<file path="src/hw/irq_flags_map.svh">
// Functional notes
// (RULE1) flags set on event regardless of enables
// (RULE2) software clears flags before enabling sources
// (RULE3) flag reads one when pending
// (RULE4) first flag register bit layout fixed
// (RULE5) serial receive/transmit flags follow serial unit
// (RULE6) other flags software readable and writable
// (RULE7) all flags reset to zero
// (RULE8) second flag register bits seven to three
// (RULE9) second register bits two..zero read zero
// (RULE10) enables mirror flag positions; control layout
// (RULE11) peripheral enable gates all peripheral sources
// (RULE12) request when flag, enable, peripheral_irq_enable, gie set
`ifndef IRQ_FLAGS_MAP_SVH
`define IRQ_FLAGS_MAP_SVH

// ************************************************************
// register word indices (byte address = index * 4)
// ************************************************************
`define IDX_FLAGS1      3'h0
`define IDX_FLAGS2      3'h1
`define IDX_CONTROL     3'h2
`define IDX_ENABLES1    3'h3
`define IDX_ENABLES2    3'h4
`define IDX_IRQ_STATUS  3'h5
`define IDX_IRQ_MASK    3'h6

// ************************************************************
// field layout
// ************************************************************
`define RESET_BYTE      8'h00
`define FLAGS1_WMASK    8'hcf
`define FLAGS1_SER_RX   5
`define FLAGS1_SER_TX   4
`define FLAGS2_IMPL     8'hf8
`define CTRL_GIE        7
`define CTRL_PERIPHERAL_IRQ_ENABLE       6
`define CTRL_WMASK      8'hff
`define CTRL_CORE_FLAGS 8'h07
`define STAT_MASK       8'h03
`define STAT_REQ_RISE   0
`define STAT_FLAG_SET   1
`define ZERO_WORD       32'h0000_0000

`endif

</file>
<file path="src/hw/irq_flags_pkg.sv">
package irq_flags_pkg;
  typedef logic [7:0] byte_t;
  typedef enum logic [1:0] {
    st_idle = 2'b00,
    st_ack  = 2'b01
  } bus_state_t;
endpackage

</file>
<file path="src/hw/flag_if.sv">
`timescale 1ns/1ps
`default_nettype none
interface flag_if;
  logic [7:0] set;
  logic [7:0] wr_en;
  logic [7:0] wr_data;
  logic [7:0] value;
  modport owner (input set, input wr_en, input wr_data, output value);
  modport user (output set, output wr_en, output wr_data, input value);
endinterface
`default_nettype wire

</file>
<file path="src/hw/peripheral_interrupt_flags.sv">
`timescale 1ns/1ps
`default_nettype none
`include "irq_flags_map.svh"
module peripheral_interrupt_flags import irq_flags_pkg::*; (
  // clock and reset
  input  wire logic        clk_in,
  input  wire logic        reset_in,
  // avalon-mm slave
  input  wire logic [4:0]  avs_address_in,
  input  wire logic        avs_read_in,
  input  wire logic        avs_write_in,
  input  wire logic [31:0] avs_writedata_in,
  input  wire logic [3:0]  avs_byteenable_in,
  output logic      [31:0] avs_readdata_out,
  output logic             avs_waitrequest_out,
  // peripheral event pulses, bit positions as flag register 1
  input  wire logic [7:0]  events1_in,
  // oscillator, comparators, eeprom, collision at bits 7..3
  input  wire logic [7:0]  events2_in,
  // core events: timer0, pin, change at bits 2..0
  input  wire logic [2:0]  core_events_in,
  // serial unit state levels
  input  wire logic        serial_rx_pending_in,
  input  wire logic        serial_tx_pending_in,
  // interrupt outputs
  output logic             cpu_irq_out,
  output logic             irq_out
);
  // ************************************************************
  // flag banks
  // ************************************************************
  flag_if f1 ();
  flag_if f2 ();
  flag_if fc ();

  flag_bank #(.IMPL(`FLAGS1_WMASK), .WMASK(`FLAGS1_WMASK)) u_flags1 (
    .clk_in   (clk_in),
    .reset_in (reset_in),
    .port     (f1)
  );
  flag_bank #(.IMPL(`FLAGS2_IMPL), .WMASK(`FLAGS2_IMPL)) u_flags2 (
    .clk_in   (clk_in),
    .reset_in (reset_in),
    .port     (f2)
  );
  flag_bank #(.IMPL(`CTRL_CORE_FLAGS), .WMASK(`CTRL_CORE_FLAGS)) u_core (
    .clk_in   (clk_in),
    .reset_in (reset_in),
    .port     (fc)
  );

  // ************************************************************
  // registers
  // ************************************************************
  bus_state_t  state_r;
  bus_state_t  state_nxt;
  logic [31:0] rdata_r;
  logic [31:0] rdata_nxt;
  byte_t       ser_r;
  byte_t       ser_nxt;
  byte_t       ctrl_r;
  byte_t       ctrl_nxt;
  byte_t       en1_r;
  byte_t       en1_nxt;
  byte_t       en2_r;
  byte_t       en2_nxt;
  byte_t       stat_r;
  byte_t       stat_nxt;
  byte_t       mask_r;
  byte_t       mask_nxt;
  logic        cpu_irq_r;
  logic        cpu_irq_nxt;
  logic        irq_r;
  logic        irq_nxt;
  logic        waitreq_r;
  logic        waitreq_nxt;

  function automatic logic hit(input logic [4:0] a, input logic [2:0] idx);
    hit = (a[4:2] == idx) && (a[1:0] == 2'b00);
  endfunction

  logic        wr_go;
  logic        lane0;
  byte_t       wbyte;
  byte_t       flags1_view;
  byte_t       ctrl_view;
  logic        pend;
  logic        req;

  always_comb begin
    wr_go = avs_write_in && (state_r == st_idle);
    lane0 = avs_byteenable_in[0];
    wbyte = avs_writedata_in[7:0];
    // serial flags mirror the serial unit, not software
    flags1_view = f1.value; // RULE4
    flags1_view[`FLAGS1_SER_RX] = ser_r[`FLAGS1_SER_RX]; // RULE5
    flags1_view[`FLAGS1_SER_TX] = ser_r[`FLAGS1_SER_TX]; // RULE5
    ctrl_view = (ctrl_r & ~`CTRL_CORE_FLAGS) | fc.value; // RULE10
    pend = |(flags1_view & en1_r) || |(f2.value & en2_r); // RULE10
    // core sources need no peripheral enable
    req = ctrl_r[`CTRL_GIE] &&
          ((ctrl_r[`CTRL_PERIPHERAL_IRQ_ENABLE] && pend) || |(fc.value[2:0] & ctrl_r[5:3])); // RULE11 RULE12
  end

  always_comb begin
    f1.set     = events1_in & `FLAGS1_WMASK; // RULE1
    f1.wr_en   = (wr_go && lane0 && hit(avs_address_in, `IDX_FLAGS1)) ? 8'hff : 8'h00; // RULE6
    f1.wr_data = wbyte;
    f2.set     = events2_in & `FLAGS2_IMPL; // RULE8
    f2.wr_en   = (wr_go && lane0 && hit(avs_address_in, `IDX_FLAGS2)) ? 8'hff : 8'h00;
    f2.wr_data = wbyte;
    fc.set     = {5'h00, core_events_in};
    fc.wr_en   = (wr_go && lane0 && hit(avs_address_in, `IDX_CONTROL)) ? 8'hff : 8'h00;
    fc.wr_data = wbyte;
  end

  // ************************************************************
  // bus and control next state
  // ************************************************************
  always_comb begin
    state_nxt = state_r;
    rdata_nxt = rdata_r;
    ser_nxt   = `RESET_BYTE;
    ctrl_nxt  = ctrl_r;
    en1_nxt   = en1_r;
    en2_nxt   = en2_r;
    stat_nxt  = stat_r;
    mask_nxt  = mask_r;
    ser_nxt[`FLAGS1_SER_RX] = serial_rx_pending_in;
    ser_nxt[`FLAGS1_SER_TX] = serial_tx_pending_in;
    // one wait cycle per access: request taken in idle, answered in ack
    unique case (state_r)
      st_idle: begin
        if (avs_read_in || avs_write_in) begin
          state_nxt = st_ack;
        end
        rdata_nxt = `ZERO_WORD;
        if (avs_read_in) begin
          if (hit(avs_address_in, `IDX_FLAGS1)) rdata_nxt[7:0] = flags1_view;
          if (hit(avs_address_in, `IDX_FLAGS2)) rdata_nxt[7:0] = f2.value; // RULE9
          if (hit(avs_address_in, `IDX_CONTROL)) rdata_nxt[7:0] = ctrl_view;
          if (hit(avs_address_in, `IDX_ENABLES1)) rdata_nxt[7:0] = en1_r;
          if (hit(avs_address_in, `IDX_ENABLES2)) rdata_nxt[7:0] = en2_r;
          if (hit(avs_address_in, `IDX_IRQ_STATUS)) rdata_nxt[7:0] = stat_r;
          if (hit(avs_address_in, `IDX_IRQ_MASK)) rdata_nxt[7:0] = mask_r;
        end
        if (wr_go && lane0) begin
          if (hit(avs_address_in, `IDX_CONTROL)) begin
            ctrl_nxt = wbyte & ~`CTRL_CORE_FLAGS; // RULE10
          end
          if (hit(avs_address_in, `IDX_ENABLES1)) en1_nxt = wbyte; // RULE10
          if (hit(avs_address_in, `IDX_ENABLES2)) en2_nxt = wbyte & `FLAGS2_IMPL;
          if (hit(avs_address_in, `IDX_IRQ_STATUS)) stat_nxt = stat_r & ~wbyte;
          if (hit(avs_address_in, `IDX_IRQ_MASK)) mask_nxt = wbyte & `STAT_MASK;
        end
      end
      st_ack: begin
        state_nxt = st_idle;
      end
    endcase
    // hardware set wins over write-one-to-clear
    if (req && !cpu_irq_r) stat_nxt[`STAT_REQ_RISE] = 1'b1;
    if (|events1_in || |events2_in || |core_events_in) stat_nxt[`STAT_FLAG_SET] = 1'b1;
    stat_nxt    = stat_nxt & `STAT_MASK;
    cpu_irq_nxt = req; // RULE12
    irq_nxt     = |(stat_nxt & mask_nxt);
    // registered so the bus sees no decode glitch on waitrequest
    waitreq_nxt = (state_nxt != st_ack);
  end

  always_ff @(posedge clk_in or posedge reset_in) begin
    if (reset_in) begin
      state_r   <= st_idle;
      rdata_r   <= `ZERO_WORD;
      ser_r     <= `RESET_BYTE; // RULE7
      ctrl_r    <= `RESET_BYTE;
      en1_r     <= `RESET_BYTE;
      en2_r     <= `RESET_BYTE;
      stat_r    <= `RESET_BYTE;
      mask_r    <= `RESET_BYTE;
      cpu_irq_r <= 1'b0;
      irq_r     <= 1'b0;
      waitreq_r <= 1'b1;
    end else begin
      state_r   <= state_nxt;
      rdata_r   <= rdata_nxt;
      ser_r     <= ser_nxt;
      ctrl_r    <= ctrl_nxt;
      en1_r     <= en1_nxt;
      en2_r     <= en2_nxt;
      stat_r    <= stat_nxt;
      mask_r    <= mask_nxt;
      cpu_irq_r <= cpu_irq_nxt;
      irq_r     <= irq_nxt;
      waitreq_r <= waitreq_nxt;
    end
  end

  // waitrequest is low only in the ack cycle
  assign avs_waitrequest_out = waitreq_r;
  assign avs_readdata_out = rdata_r;
  assign cpu_irq_out      = cpu_irq_r;
  assign irq_out          = irq_r;
endmodule
`default_nettype wire

</file>
<file path="src/hw/flag_bank.sv">
`timescale 1ns/1ps
`default_nettype none
`include "irq_flags_map.svh"
module flag_bank import irq_flags_pkg::*; #(
  parameter byte_t IMPL  = 8'hff,
  parameter byte_t WMASK = 8'hff
) (
  input  wire logic clk_in,
  input  wire logic reset_in,
  flag_if.owner     port
);
  byte_t flags_r;
  byte_t flags_nxt;

  // set beats a same-cycle software write of zero
  always_comb begin
    flags_nxt = flags_r;
    for (int i = 0; i < 8; i++) begin
      if (port.wr_en[i] && WMASK[i]) begin
        flags_nxt[i] = port.wr_data[i]; // RULE6
      end
      if (port.set[i]) begin
        flags_nxt[i] = 1'b1; // RULE1
      end
    end
    flags_nxt = flags_nxt & IMPL; // RULE9
  end

  always_ff @(posedge clk_in or posedge reset_in) begin
    if (reset_in) begin
      flags_r <= `RESET_BYTE; // RULE7
    end else begin
      flags_r <= flags_nxt;
    end
  end

  assign port.value = flags_r; // RULE3
endmodule
`default_nettype wire

</file>
<file path="config.mk">
export PLATFORM = sky130hd
export DESIGN_NAME = peripheral_interrupt_flags
export DESIGN_NICKNAME = d
export VERILOG_FILES = /design/src/hw/irq_flags_pkg.sv /design/src/hw/flag_if.sv /design/src/hw/peripheral_interrupt_flags.sv /design/src/hw/flag_bank.sv
export VERILOG_INCLUDE_DIRS = /design/src /design/src/hw
export SDC_FILE = /design/constraint.sdc
export NUM_CORES = 1
export LEC_CHECK = 0
export ABC_AREA = 1
export BUFFER_PORTS_ARGS = -buffer_cell sky130_fd_sc_hd__buf_2
export CORE_MARGIN = 2
export CORE_UTILIZATION = 53
export CTS_CLUSTER_SIZE = 12
export DETAILED_ROUTE_END_ITERATION = 10
export HOLD_SLACK_MARGIN = 0.1
export PLACE_DENSITY = 0.83
export SLEW_MARGIN = 20
export SYNTH_ARGS = -nofsm -noshare
export SYNTH_HDL_FRONTEND = slang
export SYNTH_SLANG_ARGS = --single-unit
</file>
<file path="constraint.sdc">
create_clock -name clk_in -period 3 [get_ports clk_in]
set_input_delay 0.45 -clock clk_in [delete_from_list [all_inputs] [get_ports clk_in]]
set_output_delay 0.45 -clock clk_in [all_outputs]
set_load 0.01 [all_outputs]
</file>
==> flow_metrics.py <==
metrics = {
    "route": {
        "vias_per_cell": 5.12,
        "wirelength_um": 6040,
        "vias": 2349,
        "wire_per_inst_um": 13.2,
        "remaining_drc_errors": 0,
        "drt-initial-drc-count": 155,
        "ant_nets": 0,
        "first_pass_iters": 5,
    },
    "power_and_ir_drop": {
        "logic_gate_share_of_total_power": 0.152,
        "sequentialPowerShare": 0.536,
        "design_internal_power_mw": 1.01,
        "net_switching_power_uw": 405,
        "total_leakage_power_nw": 1.57,
        "pwr-share-clk": 0.312,
        "switching_share": 0.285,
        "power.density_cell_area_mw_per_mm2": 466,
        "vdd_ir_drop_max_mv": 0.309,
    },
    "cts": {
        "setup_fix_buffers_added_after_clock_tree_synthesis": 0,
        "cts_buffer_depth": 2,
        "postCtsHoldBufs": 0,
        "root_buffer": "sky130_fd_sc_hd__clkbuf_8",
        "post_cts_sizing": 0,
        "worst_setup_hold_path_clk_slew_ns": 0.10,
        "insertion_delay_ns": 0.31,
        "ctsHtreeMaxLevel": 2,
        "cts.sinks": 51,
        "tritoncts_clock_tree": "yes",
        "numCtsBuffers": 5,
    },
    "layout": {
        "design_area_mm2": 0.00305,
        "num-nets-final": 454,
        "drive_above_1_share": 0.221,
        "layout-area-overhead-vs-synth_pct": 11.9,
        "mostFrequentLayoutCell": "sky130_fd_sc_hd__nand2_1",
        "antenna_cells_inserted": 0,
        "instances_no_fill": 459,
        "layout.cells.most_common_list": "82 x sky130_fd_sc_hd__nand2_1, 50 x sky130_fd_sc_hd__dfrtp_1, 49 x sky130_fd_sc_hd__buf_2, 29 x sky130_fd_sc_hd__inv_1",
    },
    "synthesis": {
        "ys_seq_elements": 51,
        "synth_top_area_cell": "sky130_fd_sc_hd__dfrtp_1",
        "ys_warn_count": 0,
        "syn_avg_cell_area_um2": 8.10,
        "post_synth_instance_area_mm2": 0.00272,
        "synth_edf_count": 0,
        "dominantRegCellSynth": "sky130_fd_sc_hd__dfrtp_1",
        "netlist-cell-type-count": 32,
        "synth_top_area_frac": 0.460,
        "yosys-top-cells-area": "sky130_fd_sc_hd__dfrtp_1 46%, sky130_fd_sc_hd__nand2_1 11%, sky130_fd_sc_hd__buf_4 6.6%",
        "postSynth.asyncResetShare": 1.00,
        "synthCells": 336,
        "synth_seq_area_share": 0.469,
    },
    "job": {
        "drv_cap": 0,
    },
    "sta": {
        "max_freq_mhz": 687,
        "min_period_ns": 1.46,
        "final-max-slew-violation-count": 0,
        "unrepaired_setup_endpoints_after_global_routing": "false",
        "timing.max_slew.rel_slack": 0.422,
        "setup_viol": 0,
        "min_period_over_period": 0.485,
        "timing_worst_slew_pin_value_ns": 0.865,
        "final-hold-violation-count": 0,
        "timing.setup.tns_ns": 0,
        "worst_clock_skew_ns": 0.0113,
    },
    "global_routing": {
        "grt_overflow_total": 0,
        "first_global_vias": 2078,
        "largest_net_degree_at_the_start_of_global_routing": 52,
        "grt_pass1_wl_um": 9490,
        "antenna_found_initial": 0,
        "gr-usage-all-layers": 0.223,
    },
    "floorplan": {
        "die_boundary_height_um": 75.7,
        "start_util": 0.540,
        "fp.coreArea_mm2": 0.00504,
        "ios": 101,
        "die_width_um": 75.7,
        "fp.dieArea_mm2": 0.00573,
        "placementRows": 26,
    },
    "setup_path": {
        "critical_path.max_fanout": 10,
        "critical_path_required_ns": 3.21,
        "setup.worst_path.class": "flop to flop",
        "worstSetupEndpointType": "flop",
        "crit_path_start_kind": "flop",
        "worst-endpoint-arrival_ns": 1.66,
    },
    "placement": {
        "place.gp.congestion": 0.899,
        "number_of_cells_in_the_design_after_placement": 451,
        "post-dp-hpwl_um": 4640,
        "place_area_mm2": 0.00294,
        "port-buffer-count": 49,
    },
    "min_path": {
        "hold_path_class": "input pin to flop",
    },
    "status": {
        "status": "finished, final reports clean",
    },
}
-- logic make-up (layout without fill, tap and decap cells) --
family / after synthesis / in the layout / share of synthesized area
buffers and inverters: 68 / 98 / 0.133
AOI/OAI and AO/OA: 76 / 76 / 0.147
and+or+nand+nor: 140 / 140 / 0.250
other: 1 / 24 / 0.00138
DFF: 51 / 51 / 0.469
-- critical path, cell delays in order (launching register included) --
cell	delay, ns
sky130_fd_sc_hd__dfrtp_1	0.42
sky130_fd_sc_hd__inv_2	0.10
sky130_fd_sc_hd__nand2_4	0.11
sky130_fd_sc_hd__nor2_8	0.19
sky130_fd_sc_hd__inv_4	0.08
sky130_fd_sc_hd__nor2_4	0.18
sky130_fd_sc_hd__inv_2	0.12
sky130_fd_sc_hd__nand2_1	0.09
sky130_fd_sc_hd__o21ai_1	0.06
-- power groups by stage --
stage | Sequential [mW] | Clock, mW | Combinational [mW]
6_report | 0.762 | 0.443 | 0.216
5_1_grt | 0.766 | 0.465 | 0.245
4_1_cts | 0.761 | 0.446 | 0.215
3_5_place_dp | 0.774 | 0 | 0.214
3_3_place_gp | 0.773 | 0 | 0.207
2_1_floorplan | 0.770 | 0 | 0.163
-- cell type report --
| type | count | area, µm² |
|---|---|---|
| Clock inverter | 1 | 7.51 |
| Inverter | 41 | 161 |
| Timing Repair Buffer | 49 | 245 |
| Fill cell | 442 | 2000 |
| Multi-Input combinational cell | 240 | 1170 |
| Tap cell | 70 | 87.6 |
| Sequential cell | 51 | 1280 |
| Clock buffer | 7 | 96.3 |
-- per-stage QoR --
stage | setup slack, ns | total power [mW] | util | hold WS [ns]
final | 1.54 | 1.42 | 0.604 | 0.240
after global routing | 1.44 | 1.48 | 0.604 | 0.232
after CTS | 1.55 | 1.42 | 0.604 | 0.237
after detailed placement | 1.34 | 0.988 | 0.583 | 0.462
after global placement | 1.37 | 0.979 | 0.583 | 0.461
after floorplan | 1.32 | 0.933 | - | 0.445
-- synthesized netlist by cell type (2+ instances only) --
| cell | n |
|---|---|
| sky130_fd_sc_hd__inv_2 | 8 |
| sky130_fd_sc_hd__o21ai_1 | 24 |
| sky130_fd_sc_hd__nand2_1 | 82 |
| sky130_fd_sc_hd__nor2_1 | 19 |
| sky130_fd_sc_hd__nor4_1 | 4 |
| sky130_fd_sc_hd__inv_1 | 30 |
| sky130_fd_sc_hd__dfrtp_1 | 50 |
| sky130_fd_sc_hd__nand3_1 | 14 |
| sky130_fd_sc_hd__nand4_1 | 5 |
| sky130_fd_sc_hd__buf_2 | 2 |
| sky130_fd_sc_hd__inv_4 | 2 |
| sky130_fd_sc_hd__nand2_2 | 4 |
| sky130_fd_sc_hd__buf_4 | 24 |
| sky130_fd_sc_hd__o21ai_0 | 24 |
| sky130_fd_sc_hd__a21oi_1 | 22 |
| sky130_fd_sc_hd__nor2_4 | 5 |
| sky130_fd_sc_hd__o221ai_1 | 2 |
-- worst paths after layout --
path | from | slack (ns) | depth (start not counted) | endpoint
min reg2reg | avs_readdata_out[3]$_DFFE_PP0N_ | 0.48 | 2 | avs_readdata_out[3]$_DFFE_PP0N_
min | serial_rx_pending_in | 0.24 | 1 | ser_r[5]$_DFF_PP0_
min in group asynchronous | reset_in | 0.29 | 2 | avs_readdata_out[2]$_DFFE_PP0N_
max | state_r[1]$_DFF_PP0_ | 1.54 | 8 | ctrl_r[3]$_DFFE_PP0P_
max in group asynchronous | reset_in | 2.20 | 2 | u_core.port.value[1]$_DFFE_PP0P_
max reg2reg | state_r[1]$_DFF_PP0_ | 1.54 | 8 | ctrl_r[3]$_DFFE_PP0P_
-- flip-flops by register name, summed over array words and instances (netlist names), 3 cells and up --
name and flops:
u_flags2.port.value 5, u_flags1.port.value 6, avs_readdata_out 8, en1_r 8, en2_r 5, ctrl_r 5, u_core.port.value 3
-- metal layers --
metal  vias to the layer above  track usage  part of all wire
met5                         -            0                 0
met4                         0       0.0877             0.018
met3                        11       0.0450             0.076
met2                       112        0.341              0.46
met1                      1068        0.313              0.45
li1                       1158            -                 -
Power figures use the tool's default switching activity.
